File: src/logic/pco_pkg.sv
// Package: register map, field positions and reset values of the cutoff control bank
package pco_pkg;
	localparam int PCO_AW = 6;
	localparam int PCO_DW = 32;
	typedef logic [7:0] pco_reg_t;
	// Register byte addresses (one aligned word each)
	localparam logic [PCO_AW-1:0] PCO_OFF_CLKGATE = 6'h00;
	localparam logic [PCO_AW-1:0] PCO_OFF_OPMODE  = 6'h04;
	localparam logic [PCO_AW-1:0] PCO_OFF_CMPMODE = 6'h08;
	localparam logic [PCO_AW-1:0] PCO_OFF_CMPOUT  = 6'h0C;
	localparam logic [PCO_AW-1:0] PCO_OFF_MASKLO  = 6'h10;
	localparam logic [PCO_AW-1:0] PCO_OFF_FLAGLO  = 6'h14;
	localparam logic [PCO_AW-1:0] PCO_OFF_MASKHI  = 6'h18;
	localparam logic [PCO_AW-1:0] PCO_OFF_FLAGHI  = 6'h1C;
	localparam logic [PCO_AW-1:0] PCO_OFF_GAINCTL = 6'h20;
	localparam logic [PCO_AW-1:0] PCO_OFF_TSTAT0  = 6'h24;
	localparam logic [PCO_AW-1:0] PCO_OFF_TSTART  = 6'h28;
	localparam logic [PCO_AW-1:0] PCO_OFF_EDGECFG = 6'h2C;
	// Field positions
	localparam int PCO_B_CLKEN   = 6;
	localparam int PCO_B_DETMODE = 1;
	localparam int PCO_B_C0EN    = 0;
	localparam int PCO_B_C0MON   = 3;
	localparam int PCO_B_C1EN    = 4;
	localparam int PCO_B_C1MON   = 7;
	localparam int PCO_B_COMPARATOR_0_OUTPUT_ENABLE    = 1;
	localparam int PCO_B_COMPARATOR_1_OUTPUT_ENABLE    = 5;
	localparam int PCO_B_C0MK    = 7;
	localparam int PCO_B_C0IF    = 7;
	localparam int PCO_B_C1MK    = 0;
	localparam int PCO_B_C1IF    = 0;
	localparam int PCO_B_T0MK    = 1;
	localparam int PCO_B_T0IF    = 1;
	localparam int PCO_B_GAINEN  = 7;
	localparam int PCO_B_MATCHA  = 0;
	localparam int PCO_B_RUN0    = 0;
	localparam int PCO_B_RUN1    = 1;
	localparam int PCO_B_COMPARATOR_1_EDGE_MODE   = 7;
	localparam int PCO_B_COMPARATOR_1_EDGE_POLARITY   = 6;
	// Writable bit masks and reset values
	localparam pco_reg_t PCO_WM_CLKGATE = 8'h40;
	localparam pco_reg_t PCO_WM_OPMODE  = 8'h02;
	localparam pco_reg_t PCO_WM_CMPMODE = 8'h11;
	localparam pco_reg_t PCO_WM_CMPOUT  = 8'h22;
	localparam pco_reg_t PCO_WM_MASKLO  = 8'h80;
	localparam pco_reg_t PCO_WM_MASKHI  = 8'h03;
	localparam pco_reg_t PCO_WM_GAINCTL = 8'h80;
	localparam pco_reg_t PCO_WM_TSTART  = 8'h03;
	localparam pco_reg_t PCO_WM_EDGECFG = 8'hC0;
	localparam pco_reg_t PCO_RST_ZERO   = 8'h00;
	localparam pco_reg_t PCO_RST_MASKLO = 8'h7F;
	localparam pco_reg_t PCO_RST_MASKHI = 8'hFC;
	localparam pco_reg_t PCO_RST_MASKLV = 8'h80;
	localparam pco_reg_t PCO_RST_MASKHV = 8'h03;
	localparam logic [1:0] PCO_HTRANS_NONSEQ = 2'b10;
	localparam logic [2:0] PCO_HSIZE_WORD    = 3'b010;
	localparam int PCO_CNT_W = 16;
endpackage : pco_pkg

File: src/logic/pco_cutoff_ctrl.sv
// Cutoff control register bank with AHB-Lite slave, comparators gating and timers
// What this block does
// - Option unit clock enable passes clock only while gate bit 6 is one.
// - Detection mode bit selects two-stage (0) or overcurrent/induced (1) detection.
// - Comparator 0 works only while comparator mode bit 0 is one.
// - Comparator 1 works only while comparator mode bit 4 is one.
// - Comparator 0 cutoff output low unless its output enable is set.
// - Comparator 1 cutoff output low unless its output enable is set.
// - Mask bit one blocks its source; positions bit 7, bit 0, bit 1.
// - Sources set their request flags; software writes zero to clear them.
// - Gain amplifier runs only while amplifier enable bit 7 is one.
// - Capture input edge sets match flag A; cleared by read then write zero.
// - Channel 0 and 1 counters run while start bits 0 and 1 are one.
// - Comparator 1 single-edge: rising edge when polarity zero, falling when one.
//
// The placing of the registers and register access over AHB-Lite were decided locally.
`timescale 1ns/10ps
module pco_cutoff_ctrl
#(
	parameter int CNT_W = pco_pkg::PCO_CNT_W
)
(
	input  wire logic                       mclk,
	input  wire logic                       rstn,
	input  wire logic                       hsel,
	input  wire logic [pco_pkg::PCO_AW-1:0] haddr,
	input  wire logic [1:0]                 htrans,
	input  wire logic                       hwrite,
	input  wire logic [2:0]                 hsize,
	input  wire logic [pco_pkg::PCO_DW-1:0] hwdata,
	input  wire logic                       hready,
	output logic [pco_pkg::PCO_DW-1:0]      hrdata,
	output logic                            hreadyout,
	output logic                            hresp,
	input  wire logic                       cmp0Result,
	input  wire logic                       cmp1Result,
	input  wire logic                       captureInputA,
	input  wire logic                       timerCh0Event,
	input  wire logic [5:0]                 pwmIn,
	output logic [5:0]                      pwmOut,
	output logic [5:0]                      pwmOutEn,
	output logic                            optionUnitClockEnable,
	output logic                            detectionModeSelect,
	output logic                            comparator0Enable,
	output logic                            comparator1Enable,
	output logic                            gainAmpEnable,
	output logic                            comparator0CutoffOutput,
	output logic                            comparator1CutoffOutput,
	output logic [CNT_W-1:0]                channel0Count,
	output logic [CNT_W-1:0]                channel1Count,
	output logic                            irq
);
	import pco_pkg::*;

	pco_reg_t clkGate, opMode, cmpMode, cmpOut, maskLo, maskHi;
	pco_reg_t gainCtl, tStart, edgeCfg;
	pco_reg_t next_clkGate, next_opMode, next_cmpMode, next_cmpOut;
	pco_reg_t next_maskLo, next_maskHi, next_gainCtl, next_tStart;
	pco_reg_t next_edgeCfg;
	logic c0Flag, c1Flag, t0Flag, matchA, matchArmed;
	logic next_c0Flag, next_c1Flag, next_t0Flag, next_matchA;
	logic next_matchArmed;
	logic wrPend, next_wrPend;
	logic [PCO_AW-1:0] wrAddr, next_wrAddr;
	logic [PCO_DW-1:0] next_hrdata;
	logic c0Prev, c1Prev, capPrev, next_c0Prev, next_c1Prev, next_capPrev;
	logic [CNT_W-1:0] next_ch0, next_ch1;
	logic c0Edge, c1Edge, capEdge, cutoff;
	logic addrValid, rdAccess;
	pco_reg_t rdByte;
	pco_reg_t wb;

	// Address phase qualifier; single-cycle zero-wait answer
	assign addrValid = hsel && hready && (htrans == PCO_HTRANS_NONSEQ);
	assign rdAccess  = addrValid && !hwrite;
	assign hreadyout = 1'b1;
	assign hresp     = 1'b0;
	assign wb        = hwdata[7:0];

	// Comparator edges, only while the comparator is running
	assign c0Edge = cmpMode[PCO_B_C0EN] && cmp0Result && !c0Prev;
	always_comb
	begin
		c1Edge = 1'b0;
		if (cmpMode[PCO_B_C1EN])
		begin
			if (edgeCfg[PCO_B_COMPARATOR_1_EDGE_MODE])
				c1Edge = cmp1Result != c1Prev;
			else if (edgeCfg[PCO_B_COMPARATOR_1_EDGE_POLARITY])
				c1Edge = !cmp1Result && c1Prev;
			else
				c1Edge = cmp1Result && !c1Prev;
		end
	end
	assign capEdge = captureInputA && !capPrev;

	// Control outputs straight from register bits
	assign optionUnitClockEnable = clkGate[PCO_B_CLKEN];
	assign detectionModeSelect   = opMode[PCO_B_DETMODE];
	assign comparator0Enable     = cmpMode[PCO_B_C0EN];
	assign comparator1Enable     = cmpMode[PCO_B_C1EN];
	assign gainAmpEnable         = gainCtl[PCO_B_GAINEN];
	// Cutoff outputs held low unless enabled; comparator off reads as inactive
	assign comparator0CutoffOutput = cmpOut[PCO_B_COMPARATOR_0_OUTPUT_ENABLE] &&
		cmpMode[PCO_B_C0EN] && cmp0Result;
	assign comparator1CutoffOutput = cmpOut[PCO_B_COMPARATOR_1_OUTPUT_ENABLE] &&
		cmpMode[PCO_B_C1EN] && cmp1Result;
	// Cutoff drops the drivers at once so the bridge never waits a cycle
	assign cutoff   = comparator0CutoffOutput || comparator1CutoffOutput;
	assign pwmOut   = pwmIn;
	assign pwmOutEn = cutoff ? 6'h00 : 6'h3F;
	// Masked flags never reach the interrupt line
	assign irq = (c0Flag && !maskLo[PCO_B_C0MK]) ||
		(c1Flag && !maskHi[PCO_B_C1MK]) ||
		(t0Flag && !maskHi[PCO_B_T0MK]);

	// Read mux
	always_comb
	begin
		rdByte = PCO_RST_ZERO;
		case (haddr)
			PCO_OFF_CLKGATE: rdByte = clkGate;
			PCO_OFF_OPMODE:  rdByte = opMode;
			PCO_OFF_CMPMODE: rdByte = cmpMode
				| (8'(cmp1Result && cmpMode[PCO_B_C1EN]) << PCO_B_C1MON)
				| (8'(cmp0Result && cmpMode[PCO_B_C0EN]) << PCO_B_C0MON);
			PCO_OFF_CMPOUT:  rdByte = cmpOut;
			PCO_OFF_MASKLO:  rdByte = maskLo | PCO_RST_MASKLO;
			PCO_OFF_FLAGLO:  rdByte = 8'(c0Flag) << PCO_B_C0IF;
			PCO_OFF_MASKHI:  rdByte = maskHi | PCO_RST_MASKHI;
			PCO_OFF_FLAGHI:  rdByte = (8'(t0Flag) << PCO_B_T0IF)
				| (8'(c1Flag) << PCO_B_C1IF);
			PCO_OFF_GAINCTL: rdByte = gainCtl;
			PCO_OFF_TSTAT0:  rdByte = 8'(matchA) << PCO_B_MATCHA;
			PCO_OFF_TSTART:  rdByte = tStart;
			PCO_OFF_EDGECFG: rdByte = edgeCfg;
			default:         rdByte = PCO_RST_ZERO;
		endcase
	end

	// Next state of registers, flags and counters
	always_comb
	begin
		next_clkGate = clkGate;
		next_opMode  = opMode;
		next_cmpMode = cmpMode;
		next_cmpOut  = cmpOut;
		next_maskLo  = maskLo;
		next_maskHi  = maskHi;
		next_gainCtl = gainCtl;
		next_tStart  = tStart;
		next_edgeCfg = edgeCfg;
		next_c0Flag  = c0Flag;
		next_c1Flag  = c1Flag;
		next_t0Flag  = t0Flag;
		next_matchA  = matchA;
		next_matchArmed = matchArmed;
		next_wrPend  = addrValid && hwrite;
		next_wrAddr  = addrValid ? haddr : wrAddr;
		next_hrdata  = rdAccess ? {24'h000000, rdByte} : hrdata;
		next_c0Prev  = cmp0Result;
		next_c1Prev  = cmp1Result;
		next_capPrev = captureInputA;
		next_ch0 = channel0Count;
		next_ch1 = channel1Count;
		// A read that sees match flag A set arms its clear
		if (rdAccess && haddr == PCO_OFF_TSTAT0 && matchA)
			next_matchArmed = 1'b1;
		// Data phase of a write
		if (wrPend)
		begin
			case (wrAddr)
				PCO_OFF_CLKGATE: next_clkGate = wb & PCO_WM_CLKGATE;
				PCO_OFF_OPMODE:  next_opMode  = wb & PCO_WM_OPMODE;
				PCO_OFF_CMPMODE: next_cmpMode = wb & PCO_WM_CMPMODE;
				PCO_OFF_CMPOUT:  next_cmpOut  = wb & PCO_WM_CMPOUT;
				PCO_OFF_MASKLO:  next_maskLo  = wb & PCO_WM_MASKLO;
				PCO_OFF_MASKHI:  next_maskHi  = wb & PCO_WM_MASKHI;
				PCO_OFF_GAINCTL: next_gainCtl = wb & PCO_WM_GAINCTL;
				PCO_OFF_TSTART:  next_tStart  = wb & PCO_WM_TSTART;
				PCO_OFF_EDGECFG: next_edgeCfg = wb & PCO_WM_EDGECFG;
				PCO_OFF_FLAGLO:
					if (!wb[PCO_B_C0IF])
						next_c0Flag = 1'b0;
				PCO_OFF_FLAGHI:
				begin
					if (!wb[PCO_B_C1IF])
						next_c1Flag = 1'b0;
					if (!wb[PCO_B_T0IF])
						next_t0Flag = 1'b0;
				end
				PCO_OFF_TSTAT0:
					if (!wb[PCO_B_MATCHA] && matchArmed)
					begin
						next_matchA = 1'b0;
						next_matchArmed = 1'b0;
					end
				default: ;
			endcase
		end
		// Events set after the clear so a set in the same cycle wins
		if (c0Edge)
			next_c0Flag = 1'b1;
		if (c1Edge)
			next_c1Flag = 1'b1;
		if (timerCh0Event)
			next_t0Flag = 1'b1;
		if (capEdge)
			next_matchA = 1'b1;
		// Counters advance only while their start bits are set
		if (tStart[PCO_B_RUN0])
			next_ch0 = channel0Count + 1'b1;
		if (tStart[PCO_B_RUN1])
			next_ch1 = channel1Count + 1'b1;
	end

	// State registers
	always_ff @(posedge mclk)
	begin
		if (!rstn)
		begin
			clkGate <= PCO_RST_ZERO;
			opMode  <= PCO_RST_ZERO;
			cmpMode <= PCO_RST_ZERO;
			cmpOut  <= PCO_RST_ZERO;
			maskLo  <= PCO_RST_MASKLV;
			maskHi  <= PCO_RST_MASKHV;
			gainCtl <= PCO_RST_ZERO;
			tStart  <= PCO_RST_ZERO;
			edgeCfg <= PCO_RST_ZERO;
			c0Flag  <= 1'b0;
			c1Flag  <= 1'b0;
			t0Flag  <= 1'b0;
			matchA  <= 1'b0;
			matchArmed <= 1'b0;
			wrPend  <= 1'b0;
			wrAddr  <= '0;
			hrdata  <= '0;
			c0Prev  <= 1'b0;
			c1Prev  <= 1'b0;
			capPrev <= 1'b0;
			channel0Count <= '0;
			channel1Count <= '0;
		end
		else
		begin
			clkGate <= next_clkGate;
			opMode  <= next_opMode;
			cmpMode <= next_cmpMode;
			cmpOut  <= next_cmpOut;
			maskLo  <= next_maskLo;
			maskHi  <= next_maskHi;
			gainCtl <= next_gainCtl;
			tStart  <= next_tStart;
			edgeCfg <= next_edgeCfg;
			c0Flag  <= next_c0Flag;
			c1Flag  <= next_c1Flag;
			t0Flag  <= next_t0Flag;
			matchA  <= next_matchA;
			matchArmed <= next_matchArmed;
			wrPend  <= next_wrPend;
			wrAddr  <= next_wrAddr;
			hrdata  <= next_hrdata;
			c0Prev  <= next_c0Prev;
			c1Prev  <= next_c1Prev;
			capPrev <= next_capPrev;
			channel0Count <= next_ch0;
			channel1Count <= next_ch1;
		end
	end

	// Register levels: a write lands on the edge after its data phase
	chk_clock_gate: assert property (@(posedge mclk)
		disable iff (!rstn)
		(wrPend && wrAddr == PCO_OFF_CLKGATE) |=>
		optionUnitClockEnable == $past(hwdata[PCO_B_CLKEN]))
		else $error("option clock gate not written");
	chk_mode_sel: assert property (@(posedge mclk)
		disable iff (!rstn)
		(wrPend && wrAddr == PCO_OFF_OPMODE) |=>
		detectionModeSelect == $past(hwdata[PCO_B_DETMODE]))
		else $error("detection mode not written");
	chk_gain_en: assert property (@(posedge mclk)
		disable iff (!rstn)
		(wrPend && wrAddr == PCO_OFF_GAINCTL) |=>
		gainAmpEnable == $past(hwdata[PCO_B_GAINEN]))
		else $error("gain enable not written");
	// Cutoff path: held low unless enabled, follows the result once enabled
	chk_cut0_low: assert property (@(posedge mclk)
		disable iff (!rstn)
		!cmpOut[PCO_B_COMPARATOR_0_OUTPUT_ENABLE] |-> !comparator0CutoffOutput)
		else $error("cutoff 0 not held low");
	chk_cut0_follow: assert property (@(posedge mclk)
		disable iff (!rstn)
		(cmpOut[PCO_B_COMPARATOR_0_OUTPUT_ENABLE] && cmpMode[PCO_B_C0EN]) |->
		comparator0CutoffOutput == cmp0Result)
		else $error("cutoff 0 does not follow comparator");
	chk_cut1_low: assert property (@(posedge mclk)
		disable iff (!rstn)
		!cmpOut[PCO_B_COMPARATOR_1_OUTPUT_ENABLE] |-> !comparator1CutoffOutput)
		else $error("cutoff 1 not held low");
	chk_cut1_follow: assert property (@(posedge mclk)
		disable iff (!rstn)
		(cmpOut[PCO_B_COMPARATOR_1_OUTPUT_ENABLE] && cmpMode[PCO_B_C1EN]) |->
		comparator1CutoffOutput == cmp1Result)
		else $error("cutoff 1 does not follow comparator");
	chk_pwm_hiz: assert property (@(posedge mclk)
		disable iff (!rstn)
		(comparator0CutoffOutput || comparator1CutoffOutput) |->
		pwmOutEn == 6'h00)
		else $error("pwm driven during cutoff");
	chk_pwm_drive: assert property (@(posedge mclk)
		disable iff (!rstn)
		!(comparator0CutoffOutput || comparator1CutoffOutput) |->
		pwmOutEn == 6'h3F)
		else $error("pwm not driven without cutoff");
	// Flags: a source sets its flag, a zero write clears it, a set wins
	chk_c0_flag_set: assert property (@(posedge mclk)
		disable iff (!rstn)
		($past(rstn) && cmpMode[PCO_B_C0EN] && $rose(cmp0Result)) |=>
		c0Flag)
		else $error("comparator 0 flag not set");
	chk_t0_flag_set: assert property (@(posedge mclk)
		disable iff (!rstn)
		timerCh0Event |=> t0Flag)
		else $error("timer channel 0 flag not set");
	chk_flag_clear: assert property (@(posedge mclk)
		disable iff (!rstn)
		(wrPend && wrAddr == PCO_OFF_FLAGLO && !hwdata[PCO_B_C0IF] &&
		!$rose(cmp0Result)) |=> !c0Flag)
		else $error("comparator 0 flag not cleared by zero");
	chk_c0_enable: assert property (@(posedge mclk)
		disable iff (!rstn)
		!comparator0Enable |=> !c0Flag || $past(c0Flag))
		else $error("disabled comparator 0 set flag");
	chk_c1_off: assert property (@(posedge mclk)
		disable iff (!rstn)
		(!cmpMode[PCO_B_C1EN] && !c1Flag && !wrPend) |=> !c1Flag)
		else $error("disabled comparator 1 set flag");
	chk_c1_rise: assert property (@(posedge mclk)
		disable iff (!rstn)
		(cmpMode[PCO_B_C1EN] && !edgeCfg[PCO_B_COMPARATOR_1_EDGE_MODE] &&
		!edgeCfg[PCO_B_COMPARATOR_1_EDGE_POLARITY] && $rose(cmp1Result)) |=> c1Flag)
		else $error("comparator 1 rising edge missed");
	chk_c1_fall: assert property (@(posedge mclk)
		disable iff (!rstn)
		($past(rstn) && cmpMode[PCO_B_C1EN] &&
		!edgeCfg[PCO_B_COMPARATOR_1_EDGE_MODE] && edgeCfg[PCO_B_COMPARATOR_1_EDGE_POLARITY] &&
		$fell(cmp1Result)) |=> c1Flag)
		else $error("comparator 1 falling edge missed");
	chk_match_set: assert property (@(posedge mclk)
		disable iff (!rstn)
		$rose(captureInputA) |-> ##1 matchA)
		else $error("match flag A not set");
	chk_match_keep: assert property (@(posedge mclk)
		disable iff (!rstn)
		(matchA && !matchArmed) |=> matchA)
		else $error("match flag A cleared without a read");
	// Interrupt line and channel counters
	chk_irq_mask: assert property (@(posedge mclk)
		disable iff (!rstn)
		(maskLo[PCO_B_C0MK] && maskHi[PCO_B_C1MK] && maskHi[PCO_B_T0MK])
		|-> !irq)
		else $error("masked interrupt asserted");
	chk_irq_pass: assert property (@(posedge mclk)
		disable iff (!rstn)
		(c0Flag && !maskLo[PCO_B_C0MK]) |-> irq)
		else $error("unmasked comparator 0 flag lost");
	chk_count_hold: assert property (@(posedge mclk)
		disable iff (!rstn)
		!tStart[PCO_B_RUN0] |=> $stable(channel0Count))
		else $error("channel 0 counted while stopped");
	chk_count_run: assert property (@(posedge mclk)
		disable iff (!rstn)
		tStart[PCO_B_RUN1] |=>
		channel1Count == $past(channel1Count) + 1'b1)
		else $error("channel 1 did not count");
	// Main scenarios
	cov_cutoff: cover property (@(posedge mclk) $rose(pwmOutEn == 6'h00));
	cov_irq: cover property (@(posedge mclk) $rose(irq));
	cov_match_clear: cover property (@(posedge mclk) $fell(matchA));
	cov_both_run: cover property (@(posedge mclk) tStart == PCO_WM_TSTART);
	cov_c1_clear: cover property (@(posedge mclk) $fell(c1Flag));
endmodule : pco_cutoff_ctrl

File: config.mk
export PLATFORM = sky130hd
export DESIGN_NAME = pco_cutoff_ctrl
export DESIGN_NICKNAME = d
export VERILOG_FILES = /design/src/logic/pco_pkg.sv /design/src/logic/pco_cutoff_ctrl.sv
export SDC_FILE = /design/constraint.sdc
export NUM_CORES = 1
export LEC_CHECK = 0
export BUFFER_PORTS_ARGS = -buffer_cell sky130_fd_sc_hd__buf_2
export CAP_MARGIN = 30
export CORE_MARGIN = 2
export CORE_UTILIZATION = 45
export DETAILED_ROUTE_END_ITERATION = 8
export PLACE_DENSITY = 0.77
export SYNTH_ARGS = -nofsm -noshare
export SYNTH_HDL_FRONTEND = slang
export SYNTH_SLANG_ARGS = --single-unit
File: constraint.sdc
create_clock -name mclk -period 2.2 [get_ports mclk]
set_clock_uncertainty 0.1 [all_clocks]
set_input_delay 0.22 -clock mclk [delete_from_list [all_inputs] [get_ports mclk]]
set_output_delay 0.22 -clock mclk [all_outputs]
set_load 0.02 [all_outputs]
==> metrics.txt <==
Yosys reg bits 69; P per Cell Area 610 nW/um2; syn_area_per_cell 8.32 um2; HPWL after DPL about 5.7 mm; Setup crit start kind register; number of distinct library cells after synthesis just under 60; relative slew slack approximately 62%; total CTS buffers 9; Synth area leader dfxtp_1; first-pass GRT wire length about 13 mm; Initial DRT Pass Iterations 4; CP max FO 6; CTS clk-pin slew, worst paths around 0.080 ns; RePlAce Congestion approximately 0.87; worst hold margin 0.0184 ns; vias in the first global route 2776; initial antenna violation count 0; adder-cell share of the synthesized area around 1.4%; unrepaired setup endpoints after global routing no; antenna viol nets, final 0; leak pwr roughly 1.7 nW; largest cells by area after synthesis dfxtp_1, buf_4, nand2_1, nand3_1, a21oi_1; clock share of power a little over two fifths; GRT Total Usage 19.0%; commonest register cell after synthesis dfxtp_1; Reg power frac ~52%; Synth Area in Simple Gates roughly 29%; CTS max path bufs 2; Routed WL 7.94 mm; area fraction in compound gates after synthesis about 11%; clk_lat worst skew around 0.35 ns; critical path class reg2reg; antenna diode count 0; via count just over 3000; Final min period between 1.5 and 2 ns; # port buffers 76; Pint 0.00182 W; Max Slew Vio Count 0; Setup WS post-layout between 0.4 and 0.5 ns; Syn Std Cell Area approximately 3500 um2; most frequent cells in the layout buf_2, dfxtp_1, nand2_1; Synth Area in XOR/XNOR under 10%; CTS H-tree lvls 3; total power ~0.0024 W; CP endpoint kind register; synth warn 0; Final Hold Violating Endpoints 0; I/O Pins roughly 140; Area growth, synth to finish 14.4%; status completed; Hold/Removal Path Class in2reg; largest net degree at the start of global routing 53; Die Span Y slightly above 90 um; count of mapped cells out of synthesis between 400 and 500; max cap viols 0; Setup Fix Bufs, Post-CTS 0; Sum Neg Setup Slack 0 ns; DR WL/cell 13.4 um; post-synthesis mux area share under 10%; Initial Util 45.9%; Switch Pwr roughly 0.00062 W; Cells after DPL 574; commonest non-fill, non-tap cell in the layout buf_2; VDD IR max approximately 0.32 mV; pre-CTS setup slack 0.454 ns; fin nets between 500 and 600; std cell rows 32; Fmax achieved around 580 MHz; Logic pwr share 6.5%; initial DRC count ~140; CTS tree done; part of the cycle the worst path needs around four fifths; main combinational cell family by area after synthesis simple AND/OR/NAND/NOR gates; fraction of registers with async set/reset 0%; sw frac 25.3%; die width slightly above 90 um; CTS root buf clkbuf_8; # clock sinks slightly below 70; # DRC 0; Worst-Margin Slew about 0.57 ns; GRT Residual Overflow 0; Core ar. roughly 7600 um2; Die Area ~8500 um2; Crit path required time 2.38 ns; DR vias/cell around 5.2; Post-synth EDFFs 0; fin cells between 500 and 600; layout cells sized above 1 22.2%; Data arrival, critical path around 1.9 ns; register area share after synthesis 39.5%; post-synth top area share approximately 40%; Setup-failing EPs final 0
[worst max-delay path, cell delays in order, from the launching register on]
cell and delay, ns:
dfxtp_1 0.44, ha_1 0.31, nand2_1 0.14, or4_1 0.52, a21oi_1 0.16
[through the flow]
stage	cell area, um2	utilization, %
after floorplan	3580	-
after global placement	3790	49.8
after detailed placement	3790	49.8
after CTS	4000	52.5
after global routing	4000	52.5
final	4000	52.5
[state kept, by name, indices dropped and copies added, names as in the netlist]
name,flops
matchArmed,1
maskLo,1
cmpOut,2
c0Flag,1
capPrev,1
clkGate,1
wrAddr,6
c0Prev,1
cmpMode,2
channel1Count,16
wrPend,1
edgeCfg,2
t0Flag,1
c1Flag,1
gainCtl,1
maskHi,2
matchA,1
hrdata,8
channel0Count,16
c1Prev,1
tStart,2
opMode,1
[cell usage after synthesis, drive strengths merged, types with 2 or more instances]
library cell  instances
a21oi                29
a31o                  2
a31oi                 3
and2                  2
and3                  9
and3b                 4
and4                  2
buf                  42
clkbuf               12
conb                  2
dfxtp                69
ha                    4
inv                  10
mux2                  2
mux2i                 6
nand2                54
nand2b                4
nand3                30
nand4                11
nand4b                2
nor2                 35
nor2b                 2
nor3                  6
nor3b                 4
nor4                  6
nor4b                 4
o21a                  2
o21ai                12
o31ai                 3
or3                   3
or4                   3
or4b                  2
xnor2                12
xor2                  9
[power by group through the flow]
| stage | logic, W | registers [W] | clock network (W) |
|---|---|---|---|
| final | 0.000159 | 0.00126 | 0.00102 |
| after global routing | 0.000173 | 0.00126 | 0.00108 |
| after CTS | 0.000157 | 0.00126 | 0.00103 |
| after detailed placement | 0.000154 | 0.00129 | 0 |
| after global placement | 0.000153 | 0.00129 | 0 |
| after floorplan | 0.000156 | 0.00129 | 0 |
[logic make-up (layout without fill, tap and decap cells)]
family / Yosys count / in the layout
compound gates: 64 / 64
xor+xnor: 21 / 21
fa+ha+maj: 4 / 4
buf+inv: 65 / 111
flops: 69 / 69
mux: 8 / 8
other cells: 2 / 26
simple gates: 187 / 187
[worst paths after layout]
check	from	endpoint	slack [ns]	cells after the start
hold / removal	hwdata[4]	cmpMode[4]$_SDFFE_PN0P_	0.02	3
setup reg to reg	channel0Count[0]$_SDFFE_PN0P_	channel0Count[14]$_SDFFE_PN0P_	0.47	4
setup / recovery	channel0Count[0]$_SDFFE_PN0P_	channel0Count[14]$_SDFFE_PN0P_	0.47	4
hold reg to reg	capPrev$_SDFF_PN0_	matchA$_SDFFE_PN0P_	0.32	1
[repair_timing]
action	4_1_cts	5_1_grt
gates resized for setup	0	0
hold buffers	2	0
hold endpoints to repair	2	0
[routing by layer]
layer  up-vias  share of wire [%]  global-route usage [%]
li1       1536                  -                       -
met1      1448                 46                    24.5
met2       102                 46                    31.1
met3        14                6.8                    3.86
met4         0                1.7                    8.08
met5         -                  0                       0
[cell type report]
| cell class | count | area, um2 |
|---|---|---|
| Tap cell | 102 | 128 |
| Inverter | 11 | 41.3 |
| Fill cell | 745 | 3610 |
| Timing Repair Buffer | 84 | 445 |
| Clock buffer | 10 | 128 |
| Multi-Input combinational cell | 310 | 1810 |
| Sequential cell | 69 | 1380 |
| Clock inverter | 6 | 63.8 |
(Power assumes the default switching activity.)
